--- config.mk ---
export PLATFORM = sky130hd
export DESIGN_NAME = ose_osc_status
export DESIGN_NICKNAME = d
export VERILOG_FILES = /design/src/ose_pkg.sv /design/src/ose_sync_if.sv /design/src/ose_osc_status.sv /design/src/ose_sync.sv
export SDC_FILE = /design/constraint.sdc
export NUM_CORES = 1
export LEC_CHECK = 0
export ABC_AREA = 1
export BUFFER_PORTS_ARGS = -buffer_cell sky130_fd_sc_hd__buf_2
export CAP_MARGIN = 5
export CORE_ASPECT_RATIO = 2
export CORE_UTILIZATION = 44
export DETAILED_ROUTE_END_ITERATION = 10
export PLACE_DENSITY = 0.77
export SLEW_MARGIN = 20
export SYNTH_ARGS = -nofsm -noshare
export SYNTH_HDL_FRONTEND = slang
export SYNTH_SLANG_ARGS = --single-unit
--- constraint.sdc ---
create_clock -name clk -period 1.08 [get_ports clk]
set_clock_uncertainty 0.1 [all_clocks]
set_input_delay 0 -clock clk [delete_from_list [all_inputs] [get_ports clk]]
set_output_delay 0 -clock clk [all_outputs]
set_load 0.05 [all_outputs]
--- src/ose_pkg.sv ---
// constants of the oscillator status and clock event block
// assumes a byte-addressed 32-bit register port supplied by the system bus
package ose_pkg;

   // ----------------------------------------------------------------
   // register addresses
   // ----------------------------------------------------------------
   localparam logic [31:0] OSE_ADDR_READY = 32'h40300044;
   localparam logic [31:0] OSE_ADDR_EVENT = 32'h40300048;
   localparam logic [31:0] OSE_ADDR_MASK = 32'h4030004C;
   localparam logic [31:0] OSE_ADDR_PEND = 32'h40300050;

   // ----------------------------------------------------------------
   // field widths and positions
   // ----------------------------------------------------------------
   localparam int OSE_NUM_OSC = 4;
   localparam int OSE_NUM_EVT = 5;
   localparam int OSE_RDY_FAST_RC = 0;
   localparam int OSE_RDY_SLOW_RC = 1;
   localparam int OSE_RDY_FAST_XTAL = 2;
   localparam int OSE_RDY_SLOW_XTAL = 3;
   localparam int OSE_EVT_CLK_LOSS = 0;
   localparam int OSE_EVT_FAST_MISS = 1;
   localparam int OSE_EVT_SLOW_MISS = 2;
   localparam int OSE_EVT_FAST_UPD = 3;
   localparam int OSE_EVT_SLOW_UPD = 4;

   // ----------------------------------------------------------------
   // synchroniser vector layout
   // ----------------------------------------------------------------
   localparam int OSE_SYN_RUN = 0;
   localparam int OSE_SYN_STB = 4;
   localparam int OSE_SYN_EVT = 8;
   localparam int OSE_SYN_LOSS = 12;
   localparam int OSE_SYN_W = 13;

   // ----------------------------------------------------------------
   // reset values
   // ----------------------------------------------------------------
   localparam logic [3:0] OSE_READY_RST = 4'h0;
   localparam logic [4:0] OSE_EVENT_RST = 5'h00;
   localparam logic [4:0] OSE_MASK_RST = 5'h1F;
   localparam logic [31:0] OSE_RDATA_RST = 32'h00000000;

endpackage

--- src/ose_sync_if.sv ---
// bundle between the top and its input synchroniser
// assumes both ends sit on the same clock
`timescale 1ns/1ps
`default_nettype none
interface ose_sync_if #(
   parameter int WIDTH = 1
);
   logic [WIDTH-1:0] raw;
   logic [WIDTH-1:0] level;
   logic [WIDTH-1:0] rise;

   modport sync (input raw, output level, output rise);
   modport user (output raw, input level, input rise);
endinterface
`default_nettype wire
--- src/ose_osc_status.sv ---
// oscillator ready flags, sticky clock events and interrupt request
// assumes oscillator and calibration signals arrive asynchronously
//
// How it works
// - slow crystal ready only while running and stable
// - fast crystal ready only while running and stable
// - slow rc ready only while running and stable
// - fast rc ready only while running and stable
// - crystal enable alone never raises ready
// - ready flags read-only, writes ignored
// - event flags register feeds the interrupt
// - writing one clears that event flag only
// - slow rc trim update sets bit four
// - fast rc trim update sets bit three
// - slow rc trim miss sets bit two
// - fast rc trim miss sets bit one
// - clock loss indication sets sticky bit zero
`timescale 1ns/1ps
`default_nettype none
module ose_osc_status
   import ose_pkg::*;
(
   // clock and reset
   input wire logic clk,
   input wire logic reset_n,
   // register port
   input wire logic [31:0] reg_addr,
   input wire logic [31:0] reg_wdata,
   input wire logic reg_write,
   input wire logic reg_read,
   output logic [31:0] reg_rdata,
   // oscillator state, one bit per oscillator
   input wire logic [3:0] osc_running,
   input wire logic [3:0] osc_stable,
   // calibration events, held or pulsed by the engines
   input wire logic fast_rc_trim_missed,
   input wire logic slow_rc_trim_missed,
   input wire logic fast_rc_trim_updated,
   input wire logic slow_rc_trim_updated,
   // clock monitor
   input wire logic clock_loss,
   // interrupt request
   output logic clock_irq
);

   // ----------------------------------------------------------------
   // input synchronisation
   // ----------------------------------------------------------------
   ose_sync_if #(.WIDTH(OSE_SYN_W)) syn_if ();

   assign syn_if.raw = {clock_loss,
                        slow_rc_trim_updated,
                        fast_rc_trim_updated,
                        slow_rc_trim_missed,
                        fast_rc_trim_missed,
                        osc_stable,
                        osc_running};

   ose_sync #(
      .WIDTH(OSE_SYN_W)
   ) u_sync (
      .clk(clk),
      .reset_n(reset_n),
      .port_io(syn_if)
   );

   logic [3:0] run_s;
   logic [3:0] stb_s;
   logic [3:0] cal_rise_s;
   logic loss_s;

   assign run_s = syn_if.level[OSE_SYN_RUN +: OSE_NUM_OSC];
   assign stb_s = syn_if.level[OSE_SYN_STB +: OSE_NUM_OSC];
   assign cal_rise_s = syn_if.rise[OSE_SYN_EVT +: 4];
   assign loss_s = syn_if.level[OSE_SYN_LOSS];

   // ----------------------------------------------------------------
   // register decode
   // ----------------------------------------------------------------
   logic hit_ready;
   logic hit_event;
   logic hit_mask;
   logic hit_pend;
   logic wr_event;
   logic wr_mask;

   always_comb begin
      hit_ready = (reg_addr == OSE_ADDR_READY);
      hit_event = (reg_addr == OSE_ADDR_EVENT);
      hit_mask = (reg_addr == OSE_ADDR_MASK);
      hit_pend = (reg_addr == OSE_ADDR_PEND);
      // the ready and pending words take no write at all
      wr_event = reg_write & hit_event;
      wr_mask = reg_write & hit_mask;
   end

   // ----------------------------------------------------------------
   // oscillator ready flags
   // ----------------------------------------------------------------
   logic [3:0] ready_q;
   logic [3:0] ready_d;

   // enable alone is not enough: a crystal still in start-up is not stable
   always_comb begin
      ready_d = ready_q;
      ready_d[OSE_RDY_SLOW_XTAL] = run_s[OSE_RDY_SLOW_XTAL] & stb_s[OSE_RDY_SLOW_XTAL];
      ready_d[OSE_RDY_FAST_XTAL] = run_s[OSE_RDY_FAST_XTAL] & stb_s[OSE_RDY_FAST_XTAL];
      ready_d[OSE_RDY_SLOW_RC] = run_s[OSE_RDY_SLOW_RC] & stb_s[OSE_RDY_SLOW_RC];
      ready_d[OSE_RDY_FAST_RC] = run_s[OSE_RDY_FAST_RC] & stb_s[OSE_RDY_FAST_RC];
   end

   always_ff @(posedge clk or negedge reset_n) begin
      if (!reset_n) begin
         ready_q <= OSE_READY_RST;
      end else begin
         ready_q <= ready_d;
      end
   end

   // ----------------------------------------------------------------
   // event sources
   // ----------------------------------------------------------------
   logic [4:0] evt_set;

   always_comb begin
      evt_set = '0;
      evt_set[OSE_EVT_SLOW_UPD] = cal_rise_s[3];
      evt_set[OSE_EVT_FAST_UPD] = cal_rise_s[2];
      evt_set[OSE_EVT_SLOW_MISS] = cal_rise_s[1];
      evt_set[OSE_EVT_FAST_MISS] = cal_rise_s[0];
      // a level: the flag cannot be cleared while the loss persists
      evt_set[OSE_EVT_CLK_LOSS] = loss_s;
   end

   // ----------------------------------------------------------------
   // sticky event flags
   // ----------------------------------------------------------------
   logic [4:0] event_q;
   logic [4:0] event_d;
   logic [4:0] evt_clr;

   always_comb begin
      evt_clr = '0;
      if (wr_event) begin
         evt_clr = reg_wdata[OSE_NUM_EVT-1:0];
      end
      // set is applied after clear so a same-cycle event survives
      event_d = (event_q & ~evt_clr) | evt_set;
   end

   always_ff @(posedge clk or negedge reset_n) begin
      if (!reset_n) begin
         event_q <= OSE_EVENT_RST;
      end else begin
         event_q <= event_d;
      end
   end

   // ----------------------------------------------------------------
   // interrupt mask
   // ----------------------------------------------------------------
   logic [4:0] mask_q;
   logic [4:0] mask_d;

   // all sources enabled out of reset, so any flag interrupts by default
   always_comb begin
      mask_d = mask_q;
      if (wr_mask) begin
         mask_d = reg_wdata[OSE_NUM_EVT-1:0];
      end
   end

   always_ff @(posedge clk or negedge reset_n) begin
      if (!reset_n) begin
         mask_q <= OSE_MASK_RST;
      end else begin
         mask_q <= mask_d;
      end
   end

   // ----------------------------------------------------------------
   // interrupt request
   // ----------------------------------------------------------------
   logic irq_q;
   logic irq_d;
   logic [4:0] pend;

   // registered output costs one cycle of latency after the flag
   always_comb begin
      pend = event_q & mask_q;
      irq_d = |pend;
   end

   always_ff @(posedge clk or negedge reset_n) begin
      if (!reset_n) begin
         irq_q <= 1'b0;
      end else begin
         irq_q <= irq_d;
      end
   end

   assign clock_irq = irq_q;

   // ----------------------------------------------------------------
   // read data
   // ----------------------------------------------------------------
   logic [31:0] rdata_q;
   logic [31:0] rdata_d;

   // data stand one cycle only; unmapped or idle reads give zero
   always_comb begin
      rdata_d = OSE_RDATA_RST;
      if (reg_read) begin
         if (hit_ready) begin
            rdata_d[OSE_NUM_OSC-1:0] = ready_q;
         end else if (hit_event) begin
            rdata_d[OSE_NUM_EVT-1:0] = event_q;
         end else if (hit_mask) begin
            rdata_d[OSE_NUM_EVT-1:0] = mask_q;
         end else if (hit_pend) begin
            rdata_d[OSE_NUM_EVT-1:0] = pend;
         end else begin
            rdata_d = OSE_RDATA_RST;
         end
      end
   end

   always_ff @(posedge clk or negedge reset_n) begin
      if (!reset_n) begin
         rdata_q <= OSE_RDATA_RST;
      end else begin
         rdata_q <= rdata_d;
      end
   end

   assign reg_rdata = rdata_q;

endmodule
`default_nettype wire

--- src/ose_sync.sv ---
// three-stage input synchroniser with agreement filter and rise pulse
// assumes inputs come from outside the clock domain
`timescale 1ns/1ps
`default_nettype none
module ose_sync #(
   parameter int WIDTH = 1
) (
   // clock and reset
   input wire logic clk,
   input wire logic reset_n,
   // bundle
   ose_sync_if.sync port_io
);

   // ----------------------------------------------------------------
   // stages
   // ----------------------------------------------------------------
   logic [WIDTH-1:0] ff1_q;
   logic [WIDTH-1:0] ff2_q;
   logic [WIDTH-1:0] ff3_q;
   logic [WIDTH-1:0] level_q;
   logic [WIDTH-1:0] level_d;
   logic [WIDTH-1:0] rise_q;
   logic [WIDTH-1:0] rise_d;

   // a rise counts only once stages two and three agree; any disagreement clears the level
   always_comb begin
      level_d = (level_q & ~(ff2_q ^ ff3_q)) | (ff3_q & ~(ff2_q ^ ff3_q));
      rise_d = level_d & ~level_q;
   end

   always_ff @(posedge clk or negedge reset_n) begin
      if (!reset_n) begin
         ff1_q <= '0;
         ff2_q <= '0;
         ff3_q <= '0;
         level_q <= '0;
         rise_q <= '0;
      end else begin
         ff1_q <= port_io.raw;
         ff2_q <= ff1_q;
         ff3_q <= ff2_q;
         level_q <= level_d;
         rise_q <= rise_d;
      end
   end

   assign port_io.level = level_q;
   assign port_io.rise = rise_q;

endmodule
`default_nettype wire

==> metrics.yaml, run 1 <==
min_path:
  hp-class: "in2reg"
  hold_path.startpoint: "reg_read"
  whs_path_depth: 3
  worstHoldEndpoint: "reg_rdata[3]"
clock_tree:
  path_clk_slew_ns: 0.06
  cts_hold_buffers: 20
  cts.sinks: 76
  ctsHtreeMaxLevel: 3
  tritoncts: "done"
  root_buffer: "clkbuf_16"
  cts_buffers: 9
  clk_latency_ns: 0.33
  clk_path_buf_depth: 2
floorplan:
  dieArea_um2: 7370
  core_area_um2: 6670
  die_w_um: 61.2
  fp-row-count: 42
  die_h_um: 120
  start_util_pct: 46.3
  io_pins: 114
outcome:
  violations: "negative hold slack, negative setup slack"
  status: "complete, but fails checks"
power_and_ir_drop:
  power.density_nw_per_um2: 1620
  power_mw: 6.69
  ir_drop_v: 0.00145
  power.leakage_nw: 2.18
setup_path:
  crit_chain: "inv_2, buf_6, a21oi_2, nand2_1, a21oi_2"
  ff2ff_setup_slack_ns: -0.09
  slowest_stage: "dfstp_2"
  path_buf_inv: 2
  crit_fanout: 2
  r2r-start: "mask_q[2]"
  crit_top_cell: "a21oi_2"
  r2r_cells: 5
  slowest_delay_ns: 0.54
  crit_path_end_kind: "register"
  cp.required_ns: 1.24
  start_kind: "register"
  worstSetupPathType: "reg2reg"
  critPathArrivalTime_ns: 1.32
  critPathTopFamily: "flip-flops"
  reg2reg_to: "reg_rdata[2]"
sta:
  period_share_pct: 108
  rsz0062_at_grt: "true"
  hold_viol_final: 19
  fmax_mhz: 858
  fin_hold_ws_ns: -0.132
  setup_slack_ns: -0.0851
  fin_crit_ns: 1.17
  finalSetupTns_ns: -0.159
  setup_viol: 4
  maxSlewViolCount: 0
final_layout:
  fin_cells: 496
  antenna_cells: 0
  drive_gt1_share_pct: 30.9
  fin_area_um2: 4140
  nNetsFinal: 497
  syn2layout_area_growth_pct: 34.1
synth:
  syn_area_um2: 3090
  syn_avg_cell_area_um2: 10.4
  synth_edf_count: 0
  ys_ff_latch: 76
  yosysMostFrequentCell: "dfrtp_1"
  ys_seq_area_share_pct: 61.8
  ys.flop_type: "dfrtp_1"
  async_flop_share_pct: 100
  ys_warn_count: 0
  synthTopCellsByArea: "dfrtp_1, nand2_1, buf_4"
  synth_cell_types: 21
  synth_area_leader_cell: "dfrtp_1"
  synth_top_area_share_pct: 57.6
  synthCells: 296
  synth_commonest_cells: "dfrtp_1, nand2_1, inv_1"
global_routing:
  grt_pass1_wl_um: 8890
  met3_usage_pct: 5.45
  top_usage_layer: "met2"
  grt_use_met2_pct: 30.4
  first_global_vias: 2238
  antenna_found_initial: 0
  grt.met1_usage_pct: 14.8
  grt_max_degree: 45
  grtUsageTotal_pct: 17.1
  globalRoute.totalOverflow: 0
routing:
  vias: 2211
  first_iter_violations: 33
  routed_wl_um: 5600
  routedWlPerCell_um: 11.3
  remaining_drc_errors: 0
  ant_nets: 0
  routed_via_density: 4.46
  drt_first_pass_iters: 4
job:
  cap_violations: 0
place:
  dp_hpwl_um: 3970
  placed_area_um2: 3540
  portBuffers: 59
  gp_congestion: 0.869
  place_inst: 459
power by group:
| group | total [mW] | internal [mW] | switching, mW |
|---|---|---|---|
| logic | 0.644 | 0.223 | 0.421 |
| clock network | 2.97 | 1.90 | 1.06 |
| registers | 3.08 | 3.01 | 0.0685 |
worst max-delay path by stage:
| stage | startpoint | slack, ns | endpoint | depth (start not counted) |
|---|---|---|---|---|
| 3_5_place_dp | reg_addr[13] | -0.37 | reg_rdata[2] | 11 |
| 6_report | mask_q[2] | -0.09 | reg_rdata[2] | 5 |
| 5_1_grt | reg_addr[13] | -0.11 | reg_rdata[0] | 11 |
| 2_1_floorplan | reg_addr[5] | -0.01 | event_q[1] | 9 |
| 4_1_cts | mask_q[2] | -0.09 | reg_rdata[2] | 5 |
| 3_3_place_gp | reg_addr[13] | -0.31 | event_q[1] | 11 |
state kept, by name, indices dropped and copies added, names as in the netlist:
register              count
mask_q                    5
u_sync.port_io.level     13
reg_rdata                 5
u_sync.port_io.rise       4
clock_irq                 1
u_sync.ff1_q             13
ready_q                   4
u_sync.ff2_q             13
u_sync.ff3_q             13
event_q                   5
kinds of logic after synthesis:
logic type | synth area share [%]
buf+inv | 12.6
simple gates | 13.0
compound gates | 7.13
fa+ha+maj | 5.27
flops | 61.8
other cells | 0.121
per-layer routing:
layer	share of wire, %	vias up
met5	0	-
met4	5.4	0
met3	6.1	24
met2	53	96
met1	35	1012
li1	-	1079
worst min-delay path, cell delays in order:
cell     delay [ns]
buf_2          0.14
o21ai_0        0.08
a21oi_1        0.04
per-stage QoR:
step | hold WS, ns | utilization, % | setup WS (ns)
2_1_floorplan | -0.396 | - | -0.00985
3_3_place_gp | -0.196 | 53.0 | -0.308
3_5_place_dp | -0.195 | 53.0 | -0.368
4_1_cts | -0.146 | 61.3 | -0.0895
5_1_grt | -0.146 | 62.0 | -0.106
6_report | -0.132 | 62.0 | -0.0851
repair_timing:
item,CTS,global route
setup endpoints to repair,9,18
endpoints found under the hold margin,102,5
cloned,0,0
gates resized for setup,16,18
setup buffers,1,1
pin swaps,6,6
cell type report:
type                            count  area [µm²]
Sequential cell                    76        1910
Inverter                           47         176
Tap cell                           88         110
Fill cell                         557        2530
Timing Repair Buffer               98         664
Clock inverter                      4        47.5
Multi-Input combinational cell    171         976
Clock buffer                       12         256
cells in the final DEF, fill, tap and decap left out, types with 2 or more instances in the layout:
cell type | synthesis | layout
buf_4 | 27 | 16
dfrtp_1 | 71 | 71
o21ai_1 | 0 | 4
nand2_1 | 56 | 49
nor2_1 | 19 | 17
nand3_1 | 11 | 11
inv_2 | 0 | 4
nor3_1 | 5 | 4
dfstp_2 | 5 | 5
nor2_2 | 1 | 2
buf_6 | 1 | 3
dlygate4sd3_1 | 0 | 20
nand2_2 | 0 | 6
buf_2 | 0 | 58
ha_1 | 13 | 13
inv_1 | 47 | 43
o21bai_1 | 12 | 12
a21oi_1 | 11 | 4
o21ai_0 | 9 | 4
clkinv_2 | 0 | 2
a21oi_2 | 0 | 7
clkbuf_8 | 0 | 2
conb_1 | 1 | 27
clkbuf_16 | 0 | 9
Note: power is estimated with default switching activity, not from simulation.
==> inputs of run 2 (changes only) <==
- PLACE_DENSITY: 0.77 -> 0.75
==> metrics.yaml, run 2 (synthesis gave the netlist of run 1 again) <==
global_routing:
  globalRoute.totalOverflow: 0  # unchanged
  first_global_vias: 2228  # -0.45%
  grt.met1_usage_pct: 14.5  # -0.21 points
  grt_max_degree: 36  # -20%
  top_usage_layer: "met2"
  grt_pass1_wl_um: 8670  # -2.5%
  antenna_found_initial: 0  # unchanged
  grt_use_met2_pct: 30.5  # +0.14 points
  met3_usage_pct: 3.53  # -1.9 points
  grtUsageTotal_pct: 16.6  # -0.51 points
floorplan:
  start_util_pct: 46.3  # unchanged
  fp-row-count: 42  # unchanged
  core_area_um2: 6670  # unchanged
  dieArea_um2: 7370  # unchanged
  die_h_um: 120  # unchanged
  die_w_um: 61.2  # unchanged
  io_pins: 114  # unchanged
outcome:
  status: "complete, but fails checks"
  violations: "negative hold slack, negative setup slack"
final_layout:
  antenna_cells: 0  # unchanged
  nNetsFinal: 500  # +0.60%
  fin_cells: 497  # +0.20%
  fillers: 576  # +3.4%
  utilization_pct: 62.0  # about the same
  fin_area_um2: 4140  # about the same
  drive_gt1_share_pct: 29.6  # -1.3 points
  final_cell_mix: "dfrtp_1, buf_2, nand2_1"
  layout_commonest_cell: "dfrtp_1"
  syn2layout_area_growth_pct: 34.1  # about the same
clock_tree:
  clk_latency_ns: 0.33  # about the same
  tritoncts: "done"
  cts.sinks: 76  # unchanged
  ctsHtreeMaxLevel: 3  # unchanged
  cts_buffers: 9  # unchanged
  path_clk_slew_ns: 0.05  # about the same
  clk_path_buf_depth: 2  # unchanged
  root_buffer: "clkbuf_16"
setup_path:
  path_buf_inv: 2  # unchanged
  crit_chain: "inv_2, buf_6, a21oi_2, nand2_1, a21oi_2"
  ff2ff_setup_slack_ns: -0.03  # +0.05 ns
  cp.required_ns: 1.24  # about the same
  r2r_cells: 5  # unchanged
  critPathArrivalTime_ns: 1.27  # -0.05 ns
  slowest_delay_ns: 0.53  # about the same
  start_kind: "register"
  crit_fanout: 2  # unchanged
  r2r-start: "mask_q[3]"
  startpoint: "mask_q[3]"
  critPathTopFamily: "flip-flops"
  worstSetupPathType: "reg2reg"
  cp_num_cells: 5  # unchanged
  endpoint: "reg_rdata[3]"
  crit_path_end_kind: "register"
  reg2reg_to: "reg_rdata[3]"
  crit_top_cell: "a21oi_2"
  slowest_stage: "dfstp_2"
place:
  pre_cts_slack_ns: -0.322  # +0.0460 ns
  place_inst: 461  # +0.44%
  placed_area_um2: 3550  # +0.42%
  dp_hpwl_um: 3930  # -0.94%
  portBuffers: 59  # unchanged
  gp_congestion: 0.873  # +0.37%
sta:
  period_share_pct: 103  # -4.8 points
  finalSetupTns_ns: -0.0832  # +0.0761 ns
  hold_viol_final: 16  # -3
  fin_hold_ws_ns: -0.00871  # +0.123 ns
  setup_slack_ns: -0.0337  # +0.0514 ns
  rsz0062_at_grt: "true"
  fin_crit_ns: 1.11  # -0.0514 ns
  fmax_mhz: 898  # +4.6%
  setup_viol: 4  # unchanged
  maxSlewViolCount: 0  # unchanged
routing:
  drt_first_pass_iters: 4  # unchanged
  remaining_drc_errors: 0  # unchanged
  vias: 2223  # +0.54%
  ant_nets: 0  # unchanged
  routed_via_density: 4.47  # +0.34%
  routed_wl_um: 5420  # -3.2%
  first_iter_violations: 31  # -6.1%
  routedWlPerCell_um: 10.9  # -3.4%
power_and_ir_drop:
  power.density_nw_per_um2: 1590  # -1.5%
  ir_drop_v: 0.00141  # -2.5%
  power_mw: 6.59  # -1.4%
  power.leakage_nw: 2.20  # +1.1%
min_path:
  hp-class: "in2async"
job:
  cap_violations: 0  # unchanged
## run 2: changes by cell type in the layout (fill, tap and decap cells not counted), moves of 2 or more
cell,delta
a21oi_1,+2
o21ai_1,-2
o21ai_0,+3
nand2_2,-3
a21boi_1,+2
a21oi_2,-2
nand2_1,+2
buf_4,+3
## run 2: worst min path at each step
stage	start	endpoint	slack, ns
detailed placement	reset_n	u_sync.ff1_q[11]	-0.20
global placement	reset_n	u_sync.ff1_q[11]	-0.20
global route	reset_n	u_sync.port_io.level[11]	0.01
finish	reset_n	u_sync.ff3_q[10]	-0.009
floorplan	reset_n	clock_irq	-0.40
CTS	reset_n	u_sync.ff3_q[11]	-0.008
## run 2: area by class of cell
type / count / area [µm²] / area share [%]
repair buffers: 101 / 686 / 16.6
flip-flops and latches: 76 / 1910 / 46.1
multi-input cells: 171 / 968 / 23.4
inverters: 47 / 176 / 4.26
clock buffers: 12 / 256 / 6.20
clock inverters: 2 / 35.0 / 0.846
well taps: 88 / 110 / 2.66
## run 2: layer usage
metal	vias up	routed length, µm	share of wire, %
met1	1034	1900	35
li1	1088	-	-
met3	18	267	4.9
met5	-	0	0
met4	0	226	4.2
met2	83	3030	56
## run 2: worst reg2reg max path: stages (launching register included)
cell and delay [ns]:
dfstp_2 0.53, inv_2 0.05, buf_6 0.11, a21oi_2 0.09, nand2_1 0.07, a21oi_2 0.10
## run 2: power breakdown
| part | leakage (nW) | internal [mW] | switching (mW) | total, mW |
|---|---|---|---|---|
| sequential | 0.897 | 3.01 | 0.0647 | 3.08 |
| combinational | 1.16 | 0.224 | 0.418 | 0.642 |
| clock | 0.145 | 1.88 | 0.994 | 2.88 |
## run 2: timing repair
action                                  in CTS  in global routing
endpoints found under the setup margin       4                 16
endpoints found under the hold margin      104                  0
pin swaps                                    5                  6
hold buffers                                21                  0
buffers inserted                             0                  2
resized for setup                           12                 16
==> inputs of run 3 (changes only) <==
- ABC_AREA: 1 -> not set
- GPL_ROUTABILITY_DRIVEN: not set -> 0
- PLACE_DENSITY: 0.75 -> 0.76
- REMOVE_ABC_BUFFERS: not set -> 1
==> metrics.yaml, run 3 <==
setup_path:
  start_kind: "register"
  crit_path_end_kind: "register"
  crit_fanout: 2  # unchanged
  worstSetupPathType: "reg2reg"
  cp.required_ns: 1.24  # about the same
  critPathArrivalTime_ns: 1.40  # +0.13 ns
synth:
  ys_ff_latch: 76  # unchanged
  synthTopCellsByArea: "dfrtp_1, buf_4, ha_1"
  ys_seq_area_share_pct: 64.0  # +2.2 points
  syn_area_um2: 2980  # -3.4%
  async_flop_share_pct: 100  # unchanged
  synth_commonest_cells: "dfrtp_1, buf_4, inv_1"
  synth_cell_types: 31  # +48%
  synthCells: 224  # -24%
  yosysMostFrequentCell: "dfrtp_1"
  ys_warn_count: 0  # unchanged
  synth_edf_count: 0  # unchanged
  ys.flop_type: "dfrtp_1"
  synth_top_area_share_pct: 59.6  # +2.1 points
  synth_area_leader_cell: "dfrtp_1"
  syn_avg_cell_area_um2: 13.3  # +28%
sta:
  setup_viol: 11  # +7
  rsz0062_at_grt: "true"
  fmax_mhz: 804  # -10%
  hold_viol_final: 0  # -16
  maxSlewViolCount: 0  # unchanged
  fin_hold_ws_ns: 0.0303  # +0.0390 ns
  setup_slack_ns: -0.164  # -0.130 ns
  period_share_pct: 115  # +12 points
  fin_crit_ns: 1.24  # +0.130 ns
  finalSetupTns_ns: -1.04  # -0.957 ns
power_and_ir_drop:
  p_switching_mw: 1.59  # +7.6%
  power.leakage_nw: 2.16  # -1.8%
  power_mw: 6.96  # +5.6%
  power.density_nw_per_um2: 1620  # +1.7%
  pwr-share-clk_pct: 45.5  # +1.9 points
  swShare_pct: 22.8  # +0.43 points
  comb_power_share_pct: 10.6  # +0.9 points
  ir_drop_v: 0.00106  # -25%
  internal_power_mw: 5.37  # +5.0%
  seqPwrFrac_pct: 44.0  # -2.6 points
job:
  cap_violations: 0  # unchanged
final_layout:
  syn2layout_area_growth_pct: 44.2
  layout_commonest_cell: "dfrtp_1"
  drive_gt1_share_pct: 39.8  # +10 points
  final_cell_mix: "dfrtp_1, buf_2, conb_1"
  fin_area_um2: 4300  # +3.8%
  multiInputGateArea_um2: 1100  # +14%
  fillers: 475  # -18%
  nNetsFinal: 433  # -13%
  regArea_um2: 1910  # unchanged
  antenna_cells: 0  # unchanged
routing:
  ant_nets: 0  # unchanged
  routed_via_density: 4.70  # +5.2%
  remaining_drc_errors: 0  # unchanged
  routedWlPerCell_um: 13.7  # +25%
  first_iter_violations: 70  # +130%
  vias: 2032  # -8.6%
  drt_first_pass_iters: 6  # +2
  routed_wl_um: 5900  # +8.8%
global_routing:
  grt.met1_usage_pct: 19.3  # +4.8 points
  antenna_found_initial: 0  # unchanged
  first_global_vias: 2021  # -9.3%
  top_usage_layer: "met2"
  grt_use_met2_pct: 28.3  # -2.2 points
  grtUsageTotal_pct: 17.6  # +1.0 points
  grt_pass1_wl_um: 9140  # +5.3%
  globalRoute.totalOverflow: 0  # unchanged
  grt_max_degree: 77  # +110%
  met3_usage_pct: 4.92  # +1.4 points
place:
  portBuffers: 59  # unchanged
  dp_hpwl_um: 3560  # -9.4%
  placed_area_um2: 3420  # -3.7%
clock_tree:
  cts.sinks: 76  # unchanged
  ctsHtreeMaxLevel: 3  # unchanged
  clk_latency_ns: 0.32  # about the same
  clk_path_buf_depth: 2  # unchanged
  cts_buffers: 9  # unchanged
  tritoncts: "done"
  path_clk_slew_ns: 0.06  # about the same
  root_buffer: "clkbuf_16"
min_path:
  hp-class: "in2reg"
floorplan:
  die_w_um: 60.2  # -1.7%
  start_util_pct: 45.4  # -0.88 points
  io_pins: 114  # unchanged
  die_h_um: 118  # -1.7%
  dieArea_um2: 7130  # -3.4%
  fp-row-count: 42  # unchanged
  core_area_um2: 6570  # -1.6%
outcome:
  status: "complete, but fails checks"
  violations: "negative setup slack"
## run 3: what timing repair did
action / CTS / global route
resized for setup: 29 / 19
setup endpoints to repair: 18 / 25
pin swaps: 13 / 30
hold buffers: 20 / 0
hold endpoints to repair: 104 / 0
setup buffers: 6 / 5
## run 3: worst paths after layout
| kind | end | depth (start not counted) | startpoint | slack (ns) |
|---|---|---|---|---|
| worst min register to register | u_sync.ff2_q[10] | 0 | u_sync.ff1_q[10] | 0.25 |
| worst max-delay path | reg_rdata[2] | 4 | mask_q[2] | -0.16 |
| worst min-delay path | reg_rdata[3] | 4 | reg_addr[4] | 0.03 |
| worst max register to register | reg_rdata[2] | 4 | mask_q[2] | -0.16 |
| min in group asynchronous | u_sync.port_io.level[6] | 3 | reset_n | 0.13 |
| max in group asynchronous | mask_q[4] | 3 | reset_n | 0.39 |
## run 3: stage by stage
step	setup slack (ns)	instances	util, %
6_report	-0.164	432	65.4
5_1_grt	-0.227	432	65.4
4_1_cts	-0.153	428	63.2
3_5_place_dp	-0.582	386	52.1
3_3_place_gp	-0.514	386	52.1
2_1_floorplan	-0.434	221	-
## run 3: power by group through the flow
stage / combinational (mW) / clock, mW / sequential [mW]
2_1_floorplan: 0.368 / 0 / 3.09
3_3_place_gp: 0.578 / 0 / 3.10
3_5_place_dp: 0.598 / 0 / 3.11
4_1_cts: 0.707 / 3.25 / 3.07
5_1_grt: 0.797 / 3.38 / 3.08
6_report: 0.735 / 3.17 / 3.06
## run 3: cells by family after synthesis
kind of cell	after synthesis	synth area share (%)
flip-flops	76	64.0
other	1	0.126
multiplexers	10	3.69
AND/OR/NAND/NOR	52	10.7
AO/OA/AOI/OAI	28	7.05
buffers and inverters	44	8.94
adder cells (fa/ha/maj)	13	5.46
## run 3: critical path, cell delays in order (launching register included)
cell and delay (ns):
dfstp_2 0.54, mux2_4 0.14, a22oi_2 0.04, o22a_1 0.23, nor2_1 0.12
## run 3: layer usage
layer  share of wire, %  vias to the layer above
met5                  0                        -
met4                5.1                        0
met3                3.7                       23
met2                 56                       72
met1                 35                     1006
li1                   -                      931
## run 3: area by class of cell
| class | count | share of cell area (%) |
|---|---|---|
| clock buffers | 10 | 5.56 |
| flip-flops and latches | 76 | 44.4 |
| repair buffers | 107 | 18.5 |
| well taps | 88 | 2.56 |
| inverters | 15 | 1.31 |
| clock inverters | 6 | 2.04 |
| multi-input cells | 130 | 25.6 |
